<file path="config.mk">
export PLATFORM = sky130hd
export DESIGN_NAME = obj_status_tags
export DESIGN_NICKNAME = d
export VERILOG_FILES = /design/src/hdl/obj_status_pkg.sv /design/src/hdl/obj_event_if.sv /design/src/hdl/obj_event_arb.sv /design/src/hdl/obj_status_tags.sv
export SDC_FILE = /design/constraint.sdc
export NUM_CORES = 1
export LEC_CHECK = 0
export ABC_AREA = 1
export CORE_MARGIN = 8
export CORE_UTILIZATION = 25
export DETAILED_ROUTE_END_ITERATION = 12
export DONT_BUFFER_PORTS = 1
export PLACE_DENSITY = 0.44
export SETUP_SLACK_MARGIN = 0.3
export SYNTH_ARGS = -nofsm -noshare
export SYNTH_HDL_FRONTEND = slang
export SYNTH_SLANG_ARGS = --single-unit
</file>
<file path="constraint.sdc">
create_clock -name i_clk -period 2.65 [get_ports i_clk]
set_input_delay 0.53 -clock i_clk [delete_from_list [all_inputs] [get_ports i_clk]]
set_output_delay 0.53 -clock i_clk [all_outputs]
set_load 0.02 [all_outputs]
</file>
<file path="src/hdl/obj_status_pkg.sv">
// constants and types for the message object status and tag block
// Behaviour
// RL1 - set length warning on code mismatch
// RL2 - received length code overwrites object code
// RL3 - set transmit complete on successful send
// RL4 - lowest enabled object index transmits first
// RL5 - set receive complete on successful reception
// RL6 - lowest matching object index updated first
// RL7 - bit error only while transmitting mismatch
// RL8 - no bit error in arbitration, ack, error
// RL9 - stuff error over five equal bits
// RL10 - crc mismatch sets checksum fail flag
// RL11 - delimiter or frame end violation form error
// RL12 - no dominant ack slot sets ack flag
// RL13 - flags stick until software clears them
// RL14 - status register readable at address b2
// RL15 - standard id split across tag bytes
// RL16 - standard byte three reserved, byte four tags
// RL17 - extended id bits in tag bytes one-three
// RL18 - extended byte four id, rtr, rb1, rb0
// RL19 - software writes reserved bits as zero
// RL20 - tag bytes not reset, undefined until written
// RL21 - format bit selects standard or extended layout
// RL22 - page object number selects presented object
// RL23 - form error cleared only by software
package obj_status_pkg;
  localparam logic [7:0] ADDR_PAGE = 8'h00_B1;
  localparam logic [7:0] ADDR_STATUS = 8'h00_B2;
  localparam logic [7:0] ADDR_CONTROL = 8'h00_B3;
  localparam logic [7:0] ADDR_TAG1 = 8'h00_BC;
  localparam logic [7:0] ADDR_TAG2 = 8'h00_BD;
  localparam logic [7:0] ADDR_TAG3 = 8'h00_BE;
  localparam logic [7:0] ADDR_TAG4 = 8'h00_BF;
  localparam int BIT_LEN_WARN = 7;
  localparam int BIT_TX_DONE = 6;
  localparam int BIT_RX_DONE = 5;
  localparam int BIT_BIT_ERR = 4;
  localparam int BIT_STUFF_ERR = 3;
  localparam int BIT_CRC_ERR = 2;
  localparam int BIT_FORM_ERR = 1;
  localparam int BIT_ACK_ERR = 0;
  localparam int PAGE_OBJ_LSB = 4;
  localparam int CTRL_EXT_BIT = 4;
  localparam int NUM_OBJECTS = 15;
  localparam logic [7:0] RESET_PAGE = 8'h00_00;
  localparam logic [7:0] RESET_STATUS = 8'h00_00;
  localparam logic [7:0] RESET_CONTROL = 8'h00_00;
  localparam logic [7:0] STD_TAG2_MASK = 8'h00_E0;
  localparam logic [7:0] STD_TAG4_MASK = 8'h00_05;
  typedef enum logic [1:0]
  {
    ev_tx_done = 2'b00,
    ev_rx_done = 2'b01,
    ev_error = 2'b11
  } event_kind_t;
endpackage

</file>
<file path="src/hdl/obj_event_if.sv">
// event report carried from arbitration to the status store
`timescale 1ns/1ps
`default_nettype none
interface obj_event_if;
  logic valid;
  logic [3:0] obj;
  logic [7:0] set_bits;
  logic dlc_load;
  logic [3:0] data_length_code;
  modport src (output valid, output obj, output set_bits, output dlc_load, output data_length_code);
  modport dst (input valid, input obj, input set_bits, input dlc_load, input data_length_code);
endinterface
`default_nettype wire

</file>
<file path="src/hdl/obj_event_arb.sv">
// selects the lowest indexed object among simultaneous hits and builds its flag set
`timescale 1ns/1ps
`default_nettype none
module obj_event_arb
  import obj_status_pkg::*;
#(
  parameter int N = NUM_OBJECTS
)
(
  input wire logic i_clk,
  input wire logic i_resetn,
  input wire logic i_tx_done,
  input wire logic [N-1:0] i_tx_enabled,
  input wire logic i_rx_done,
  input wire logic [N-1:0] i_rx_hits,
  input wire logic [3:0] i_rx_dlc,
  input wire logic [N*4-1:0] i_cfg_dlc,
  input wire logic i_err_valid,
  input wire logic [3:0] i_err_obj,
  input wire logic [4:0] i_err_bits,
  obj_event_if.src ev
);
  // the object number is four bits wide, so more than sixteen objects cannot be told apart
  if (N < 1 || N > 16)
  begin : g_bad_count
    $error("object count out of range");
  end

  function automatic logic [3:0] lowest(input logic [N-1:0] v);
    lowest = 4'h0_0;
    for (int k = N - 1; k >= 0; k--)
      if (v[k])
        lowest = 4'(k);
  endfunction

  wire logic [3:0] tx_obj = lowest(i_tx_enabled); // [RL4]
  wire logic [3:0] rx_obj = lowest(i_rx_hits); // [RL6]
  wire logic [3:0] cfg_dlc = i_cfg_dlc[rx_obj*4 +: 4];
  wire logic rx_ok = i_rx_done && (|i_rx_hits);
  wire logic tx_ok = i_tx_done && (|i_tx_enabled);
  wire logic dlc_warn = rx_ok && (cfg_dlc != i_rx_dlc); // [RL1]

  // errors win the slot; a frame cannot complete and fail in one cycle
  always_ff @(posedge i_clk or negedge i_resetn)
  begin
    if (!i_resetn)
    begin
      ev.valid <= 1'b0;
      ev.obj <= 4'h0_0;
      ev.set_bits <= 8'h00_00;
      ev.dlc_load <= 1'b0;
      ev.data_length_code <= 4'h0_0;
    end
    else
    begin
      ev.valid <= i_err_valid || rx_ok || tx_ok;
      ev.obj <= i_err_valid ? i_err_obj : (rx_ok ? rx_obj : tx_obj);
      ev.set_bits <= i_err_valid ? {3'b000, i_err_bits} :
        {dlc_warn, tx_ok && !rx_ok, rx_ok, 5'b00000}; // [RL3] [RL5]
      ev.dlc_load <= !i_err_valid && rx_ok; // [RL2]
      ev.data_length_code <= i_rx_dlc;
    end
  end
endmodule
`default_nettype wire

</file>
<file path="src/hdl/obj_status_tags.sv">
// per-object status flags, tag bytes and control bytes behind the special-function bus
`timescale 1ns/1ps
`default_nettype none
module obj_status_tags
  import obj_status_pkg::*;
#(
  parameter int N = NUM_OBJECTS
)
(
  input wire logic i_clk,
  input wire logic i_resetn,
  input wire logic [7:0] i_sfr_addr,
  input wire logic [7:0] i_sfr_wdata,
  input wire logic i_sfr_wr,
  input wire logic i_sfr_rd,
  output logic [7:0] o_sfr_rdata,
  input wire logic i_tx_done,
  input wire logic [N-1:0] i_tx_enabled,
  input wire logic i_rx_done,
  input wire logic [N-1:0] i_rx_hits,
  input wire logic [3:0] i_rx_dlc,
  input wire logic i_bit_tx,
  input wire logic i_bit_mon,
  input wire logic i_bit_sample,
  input wire logic i_transmitting,
  input wire logic i_in_arbitration,
  input wire logic i_in_ack_slot,
  input wire logic i_sending_error,
  input wire logic i_stuff_viol,
  input wire logic i_crc_mismatch,
  input wire logic i_form_viol,
  input wire logic i_ack_missing,
  input wire logic [3:0] i_err_obj,
  output logic [N-1:0] o_flag_pending,
  output logic o_ext_format
);
  if (N < 1 || N > 16)
  begin : g_bad_count
    $error("object count out of range");
  end

  logic [7:0] page_r;
  logic [7:0] status_r [N];
  logic [7:0] control_r [N];
  logic [7:0] tag_r [N][4];

  wire logic [3:0] sel = page_r[PAGE_OBJ_LSB +: 4]; // [RL22]
  wire logic sel_ok = (int'(sel) < N);
  // an unpopulated object number shows standard format instead of an undefined level
  wire logic ext = sel_ok && control_r[sel][CTRL_EXT_BIT]; // [RL21]
  wire logic sample_mismatch = i_bit_sample && i_transmitting && (i_bit_tx != i_bit_mon);
  // arbitration loss and the ack slot are legal mismatches, as is bus dominance in an error frame
  wire logic bit_err = sample_mismatch && !i_in_arbitration && !i_in_ack_slot
    && !i_sending_error; // [RL7] [RL8]
  wire logic [4:0] err_bits = {bit_err, i_stuff_viol, i_crc_mismatch, i_form_viol,
    i_ack_missing}; // [RL9] [RL10] [RL11] [RL12]
  wire logic [N*4-1:0] cfg_dlc;
  wire logic wr_page = i_sfr_wr && i_sfr_addr == ADDR_PAGE;
  wire logic wr_status = i_sfr_wr && i_sfr_addr == ADDR_STATUS && sel_ok;
  wire logic wr_control = i_sfr_wr && i_sfr_addr == ADDR_CONTROL && sel_ok;
  wire logic wr_tag = i_sfr_wr && i_sfr_addr[7:2] == ADDR_TAG1[7:2] && sel_ok;
  wire logic [1:0] tag_idx = i_sfr_addr[1:0];
  wire logic [7:0] tag_view = tag_r[sel][tag_idx];
  // reserved bits read back as zero in standard layout so software never sees stale extended data
  wire logic [7:0] tag_shown = ext ? tag_view :
    (tag_idx == 2'd1) ? (tag_view & STD_TAG2_MASK) :
    (tag_idx == 2'd2) ? 8'h00_00 :
    (tag_idx == 2'd3) ? (tag_view & STD_TAG4_MASK) : tag_view; // [RL15] [RL16] [RL17] [RL18]
  wire logic [7:0] rd_mux =
    (i_sfr_addr == ADDR_PAGE) ? page_r :
    (!sel_ok) ? 8'h00_00 :
    (i_sfr_addr == ADDR_STATUS) ? status_r[sel] : // [RL14]
    (i_sfr_addr == ADDR_CONTROL) ? control_r[sel] :
    (i_sfr_addr[7:2] == ADDR_TAG1[7:2]) ? tag_shown : 8'h00_00;

  obj_event_if evb ();

  genvar g;
  generate
    for (g = 0; g < N; g++)
    begin : g_dlc
      assign cfg_dlc[g*4 +: 4] = control_r[g][3:0];
    end
  endgenerate

  obj_event_arb #(.N(N)) u_arb (
    .i_clk(i_clk),
    .i_resetn(i_resetn),
    .i_tx_done(i_tx_done),
    .i_tx_enabled(i_tx_enabled),
    .i_rx_done(i_rx_done),
    .i_rx_hits(i_rx_hits),
    .i_rx_dlc(i_rx_dlc),
    .i_cfg_dlc(cfg_dlc),
    .i_err_valid(|err_bits),
    .i_err_obj(i_err_obj),
    .i_err_bits(err_bits),
    .ev(evb)
  );

  always_ff @(posedge i_clk or negedge i_resetn)
  begin
    if (!i_resetn)
      page_r <= RESET_PAGE;
    else if (wr_page)
      page_r <= i_sfr_wdata;
  end

  // status: software writes zero to clear a bit; a same-cycle hardware set wins
  always_ff @(posedge i_clk or negedge i_resetn)
  begin
    if (!i_resetn)
    begin
      for (int k = 0; k < N; k++)
      begin
        status_r[k] <= RESET_STATUS;
        control_r[k] <= RESET_CONTROL;
      end
    end
    else
    begin
      for (int k = 0; k < N; k++)
      begin
        logic [7:0] s;
        logic [7:0] c;
        s = status_r[k];
        c = control_r[k];
        if (wr_status && int'(sel) == k)
          s = s & i_sfr_wdata; // [RL13] [RL23]
        if (wr_control && int'(sel) == k)
          c = i_sfr_wdata;
        if (evb.valid && int'(evb.obj) == k)
        begin
          s = s | evb.set_bits; // [RL13]
          if (evb.dlc_load)
            c[3:0] = evb.data_length_code; // [RL2]
        end
        status_r[k] <= s;
        control_r[k] <= c;
      end
    end
  end

  // tag bytes deliberately carry no reset
  always_ff @(posedge i_clk)
  begin
    if (wr_tag)
      tag_r[sel][tag_idx] <= i_sfr_wdata; // [RL20]
  end

  always_ff @(posedge i_clk or negedge i_resetn)
  begin
    if (!i_resetn)
    begin
      o_sfr_rdata <= 8'h00_00;
      o_flag_pending <= '0;
      o_ext_format <= 1'b0;
    end
    else
    begin
      o_sfr_rdata <= i_sfr_rd ? rd_mux : 8'h00_00;
      for (int k = 0; k < N; k++)
        o_flag_pending[k] <= |status_r[k];
      o_ext_format <= ext;
    end
  end
endmodule
`default_nettype wire

</file>
Word level (Yosys, flattened, before mapping)

Memories as Yosys holds them, arrays and structs flattened.
Index checks and enable logic that the tools add are counted.

Memories kept: 1
Bits in writable memories: 480
Register bits after elaboration: 290
Word-level logic and storage cells: 351
Bits of input ports: 71

Eq/ne operators: 37
Multiplexer cells: 131
Shift-type cells: 1
Reductions and logical operators: 91
Magnitude comparators: 4
Bitwise gates (word level): 32

Memory list:

| name  | depth | width | rd ports | clocked after memory_dff | wr ports | RTL line              | text |
|---|---|---|---|---|---|---|---|
| tag_r | 15    | 32    | 1        | 0                        | 1        | obj_status_tags.sv:45 | `logic [7:0] tag_r [N][4];` |

Operators with widths:

| operator                                                 | number |
|---|---|
| 2-to-1 mux 8 bit                                         | 48 |
| 2-to-1 mux 4 bit                                         | 77 |
| bitwise AND 8 bit                                        | 15 |
| bitwise OR 8 bit                                         | 15 |
| OR reduction 8 bit                                       | 15 |
| binary-select mux 8 bit (select 4 bit)                   | 2 |
| == test 4 bit, second input constant                     | 16 |
| logical AND 1 bit                                        | 64 |
| variable part select 60 x 7 -> 4 bit                     | 1 |
| == test 4 x 3 -> 1 bit, second input constant            | 8 |
| 2-to-1 mux 32 bit                                        | 1 |
| OR reduction 15 bit                                      | 2 |
| == test 8 bit, second input constant                     | 3 |
| binary-select mux 8 bit (select 2 bit)                   | 1 |
| demux 8 bit (select 2 bit)                               | 1 |
| == test 4 x 2 -> 1 bit, second input constant            | 4 |
| logical NOT 4 bit                                        | 2 |
| == test 6 bit, second input constant                     | 1 |
| greater-or-equal comparator 5 bit, second input constant | 1 |
| logical NOT 1 bit                                        | 5 |
| inverter 4 -> 5 bit                                      | 1 |
| OR reduction 5 bit                                       | 1 |
| == test 2 bit, second input constant                     | 2 |
| < comparator 4 bit, second input constant                | 1 |
| 8 further kinds                                          | 9 |

Depth between registers and ports, before layout

Depth in word-level cells: 19
Gate-level depth with buffers: 25
Depth with buffers taken out: 24

By module

From an unflattened synthesis, not the netlist that was laid out.

Cell total of the unflattened synthesis: 3589
Area, all modules: 34254.1 sq um

By module, submodules not included:

| module          | area each (sq um) | times used | cells an instance | seq. area each (sq um) |
|---|---|---|---|---|
| obj_status_tags | 32321.0           | 1          | 3243              | 21220.4 |
| obj_event_arb   | 1933.1            | 1          | 346               | 425.4 |

Worst setup path after synthesis

No wires, ideal clock.

Path kind: input-to-reg
Start point: input port i_sfr_addr[5]
End point: memory tag_r[12][16] in the netlist's numbering, enable pin
Arrival time: 1817 ps
Stages: 7
Data required time: 2280 ps
Setup slack: 463 ps
Library setup time: 370 ps
Buffers on the path: 1
Cells stage by stage: nand2_1 > nor3b_1 > nand3_1 > inv_1 > nand3_1 > clkbuf_1 > nor2_1

Word-level cells in the longest chain between the ends: 5

RTL lines:

| what                                    | RTL line               | text |
|---|---|---|
| start, declared                         | obj_status_tags.sv:12  | `input wire logic [7:0] i_sfr_addr,` |
| == test 6 bit                           | obj_status_tags.sv:61  | `wire logic wr_tag = i_sfr_wr && i_sfr_addr[7:2] == ADDR_TAG1[7:2] && sel_ok;` |
| logical AND 1 bit (2 in a row)          | obj_status_tags.sv:61  |  |
| 2-to-1 mux 1 bit                        | obj_status_tags.sv:147 | `if (wr_tag)` |
| 2-to-1 mux 32 bit (implied by the code) | obj_status_tags.sv:148 | `tag_r[sel][tag_idx] <= i_sfr_wdata;` |
| end, declared                           | obj_status_tags.sv:45  |  |

Every way passes these cells.

Worst setup path after layout

Start point: register page_r[4]
End point: register o_sfr_rdata[3]

Word-level cells in the longest chain between the ends: 14
Elaborated cells between the ends (all ways): 23

RTL lines:

| what                                                | RTL line               | text |
|---|---|---|
| start, declared                                     | obj_status_tags.sv:42  | `logic [7:0] page_r;` |
| start signal, assigned                              | obj_status_tags.sv:106 | `page_r <= i_sfr_wdata;` |
| memory (15 x 32 bit)                                | -                      |  |
| binary-select mux 8 bit (select 2 bit)              | obj_status_tags.sv:63  | `wire logic [7:0] tag_view = tag_r[sel][tag_idx];` |
| 2-to-1 mux 8 bit (implied by the code) (2 in a row) | obj_status_tags.sv:63  |  |
| 2-to-1 mux 8 bit                                    | obj_status_tags.sv:68  | `(tag_idx == 2'd3) ? (tag_view & STD_TAG4_MASK) : tag_view;` |
| 2-to-1 mux 8 bit                                    | obj_status_tags.sv:67  | `(tag_idx == 2'd2) ? 8'h00_00 :` |
| 2-to-1 mux 8 bit                                    | obj_status_tags.sv:66  | `(tag_idx == 2'd1) ? (tag_view & STD_TAG2_MASK) :` |
| 2-to-1 mux 8 bit                                    | obj_status_tags.sv:65  | `wire logic [7:0] tag_shown = ext ? tag_view :` |
| 2-to-1 mux 8 bit                                    | obj_status_tags.sv:74  | `(i_sfr_addr[7:2] == ADDR_TAG1[7:2]) ? tag_shown : 8'h00_00;` |
| 2-to-1 mux 8 bit                                    | obj_status_tags.sv:73  | `(i_sfr_addr == ADDR_CONTROL) ? control_r[sel] :` |
| 2-to-1 mux 8 bit                                    | obj_status_tags.sv:72  | `(i_sfr_addr == ADDR_STATUS) ? status_r[sel] :` |
| 2-to-1 mux 8 bit (*)                                | obj_status_tags.sv:71  | `(!sel_ok) ? 8'h00_00 :` |
| 2-to-1 mux 8 bit (*)                                | obj_status_tags.sv:70  | `(i_sfr_addr == ADDR_PAGE) ? page_r :` |
| 2-to-1 mux 8 bit (*)                                | obj_status_tags.sv:161 | `o_sfr_rdata <= i_sfr_rd ? rd_mux : 8'h00_00;` |
| end signal, assigned                                | obj_status_tags.sv:161 |  |
| end, declared                                       | obj_status_tags.sv:16  | `output logic [7:0] o_sfr_rdata,` |

Mark *: on every way between the ends. The rest lies on a longest branch, timed or not. The select of a mux whose other input is x is not followed.
A chain may end at the register's enable or synchronous reset.

==> metrics.csv <==
stage,metric,value,unit
cells_and_area,area_delta_synth_final,25.32,%
worst_setup_path,crit_fanout,18,
synth,syn_area_per_cell,11.02,sq um
worst_setup_path,end_kind,register,
floorplanning,die_w,375.5,um
clocking,cts_root_buffer,clkbuf_16,
cells_and_area,finalNetCount,3259,
timing,fmax,386.3,MHz
synth,yosys_warnings,0,
clocking,cts_buffer_depth,3,
synth,syn-cell-area,0.03232,sq mm
pwr,ir_drop,0.4374,mV
hold_path,min_path_type,input pin to asynchronous set/reset pin,
global_route,gr-total-overflow,0,
floorplanning,fp.dieH,375.5,um
timing,setup_tns,0,ps
synth,syn_inst,2932,
synth,ys_seq_area_share,66.98,%
timing,period_minus_slack,2588,ps
worst_setup_path,cp_data_arrival_time,3210,ps
synth,ys_ff_latch,769,
floorplanning,start_util,25.06,%
clocking,clk_latency,700,ps
clocking,htreeDepth,3,
drt,drt_iter0_drc,2705,
run_status,outcome,finished with violations,
drt,wl,128.4,mm
drt,vias,25200,
drt,wl_per_cell,25.70,um
cells_and_area,fillCellCount,13060,
drt,drc,0,
pwr,power_leakage,0.01438,uW
run,cap_violations,0,
worst_setup_path,critical_path_class,register to register,
floorplanning,coreArea,0.1290,sq mm
timing,finalSetupViolations,0,
drt,final_antenna_net_count,0,
pwr,power.density,657.8,mW/mm^2
worst_setup_path,critPathRequiredTime,3270,ps
timing,tightest_slew,1023,ps
timing,period_share,97.68,%
global_route,grt_pass1_wl,181.8,mm
placement,hpwl,78.05,mm
drt,dr.pass1.iters,5,
timing,worst_hold_slack,-472.2,ps
floorplanning,die-area,0.1410,sq mm
floorplanning,ios,95,
timing,final_max_slew_viol_count,0,
cells_and_area,multiInputGateArea,0.009799,sq mm
placement,place_congestion,0.8627,
timing,relSlewSlack,31.55,%
timing,rsz0062_at_grt,true,
floorplanning,rows,132,
clocking,cts_sinks,769,
global_route,antenna_found_initial,7,
synth,synth_nets,3003,
cells_and_area,register_area,0.02165,sq mm
clocking,path_clk_slew,70,ps
global_route,grt_pass1_vias,24560,
clocking,numCtsBuffers,82,
cells_and_area,drive_above_1_share,17.40,%
run_status,violations,negative hold slack,
global_route,grt_max_degree,290,
global_route,grtUsageTotal,17.55,%
worst_setup_path,crit_path_start_kind,register,
timing,clock_skew,25.58,ps
placement,io_buffer_count,0,
synth,yosysUniqueCellTypes,40,
timing,hold_viol,289,
drt,via_per_inst,5.044,
clocking,tritoncts,done,
[worst paths after layout]
check | cells after the start | from | slack, ps | to
setup / recovery | 14 | page_r[4]$_DFFE_PN0P_ | 60 | o_sfr_rdata[3]$_DFF_PN0_
max in group asynchronous | 0 | i_resetn | 2590 | status_r[47]$_DFF_PN0_
min in group i_clk | 2 | i_err_obj[3] | 30 | u_arb.ev.obj[3]$_DFF_PN0_
hold reg to reg | 2 | control_r[63]$_DFFE_PN0P_ | 480 | control_r[63]$_DFFE_PN0P_
setup reg to reg | 14 | page_r[4]$_DFFE_PN0P_ | 60 | o_sfr_rdata[3]$_DFF_PN0_
hold / removal | 0 | i_resetn | -470 | u_arb.ev.data_length_code[0]$_DFF_PN0_
[through the flow]
step                      total power (uW)  worst slack [ps]  util (%)  cells  cell area [sq um]
after global placement               14770            -7.813     28.13   4778              36280
after detailed placement             14770            -35.54     28.13   4778              36280
after CTS                            26750             101.5     30.95   4983              39920
final                                26640             61.54     31.40   4995              40500
after floorplan                      14010             462.6         -   2932              32320
after global routing                 27430            -51.23     31.40   4995              40500
[final cells by class]
class | instances | share of cell area, %
Sequential cell | 769 | 53.45
Multi-Input combinational cell | 1801 | 24.20
Timing Repair Buffer | 336 | 8.517
Clock buffer | 103 | 5.437
Tap cell | 1742 | 5.382
Inverter | 198 | 1.872
Clock inverter | 45 | 1.143
Antenna cell | 1 | 0.006179
[kinds of logic after synthesis]
group           count (synthesis)  share of synthesized area, %
flops                         769                         66.98
simple gates                  839                         11.03
buf+inv                       362                         4.472
compound gates                962                         17.52
[flip-flops by register name (all words and copies together), names as in the netlist]
name                       flops
cfg_dlc                       60
control_r                     60
o_ext_format                   1
o_flag_pending                15
o_sfr_rdata                    8
page_r                         8
status_r                     120
tag_r                        480
u_arb.ev.data_length_code      4
u_arb.ev.obj                   4
u_arb.ev.set_bits              8
u_arb.ev.valid                 1
[where the power goes]
group	internal, uW	leakage, uW	total (uW)	switching (uW)
sequential	12900	0.00738	13000	98.8
combinational	721	0.00571	2050	1330
clock	6530	0.00129	11600	5100
total	20100	0.0144	26600	6530
[cell usage in the layout, fill, tap and decap left out, types with 18 or more instances in the layout]
cell type	n
a21oi_1	121
a21oi_2	27
a22oi_1	179
a22oi_2	29
buf_12	40
buf_4	235
buf_6	19
clkbuf_16	85
dfrtp_1	289
dlygate4sd3_1	27
edfxtp_1	480
inv_1	179
nand2_1	422
nand2_2	18
nand3_1	126
nand4_1	22
nor2_1	160
nor4_1	38
o211ai_1	22
o21ai_0	425
o21ai_1	20
o22ai_1	83
[worst max-delay path, cell delays in order, from the launching register on]
cell and delay (ps):
dfrtp_1 410, buf_4 160, nor2_4 230, buf_12 220, buf_12 150, a22oi_1 80, a21oi_1 320, nor4_4 50
buf_4 150, o22ai_1 200, o21ai_2 90, buf_4 150, o211ai_1 80, nand3_1 100, a21oi_1 120
[cell usage after synthesis, drive strengths merged]
| library cell | n | area, sq um |
|---|---|---|
| edfxtp | 480 | 14410 |
| o21ai | 447 | 2237 |
| nand2 | 446 | 1682 |
| dfrtp | 289 | 7232 |
| a22oi | 208 | 1562 |
| inv | 194 | 728.2 |
| nor2 | 177 | 694.4 |
| a21oi | 148 | 740.7 |
| nand3 | 127 | 635.6 |
| clkbuf | 95 | 356.6 |
| o22ai | 84 | 525.5 |
| buf | 69 | 345.3 |
| nor4 | 43 | 269.0 |
| nand4 | 22 | 137.6 |
| o211ai | 22 | 165.2 |
| nor3 | 15 | 80.08 |
| o221ai | 13 | 113.9 |
| a31oi | 8 | 50.05 |
| o31ai | 8 | 60.06 |
| nand3b | 7 | 52.55 |
| a221oi | 6 | 52.55 |
| clkinv | 4 | 15.01 |
| o2111ai | 4 | 35.03 |
| o22a | 4 | 35.03 |
| a2111oi | 2 | 17.52 |
| a211oi | 2 | 15.01 |
| a22o | 2 | 17.52 |
| nor3b | 2 | 15.01 |
| a32o | 1 | 10.01 |
| a41oi | 1 | 8.760 |
| o21bai | 1 | 7.510 |
| o311ai | 1 | 8.760 |
[metal layers]
metal | vias up | global-route usage [%] | part of all wire, %
li1 | 11220 | - | -
met1 | 12840 | 24.77 | 44
met2 | 981 | 27.07 | 45
met3 | 156 | 4.247 | 8.8
met4 | 2 | 4.282 | 2.2
met5 | - | 0 | 0.0078
[timing repair]
action                                 in CTS  in global routing
endpoints found under the hold margin     686                297
resized for setup                          60                117
pin swaps                                  19                 28
setup buffers                              19                  8
gates cloned                                5                  2
setup endpoints to repair                  35                260
hold buffers                               33                  1
(Power assumes the default switching activity.)
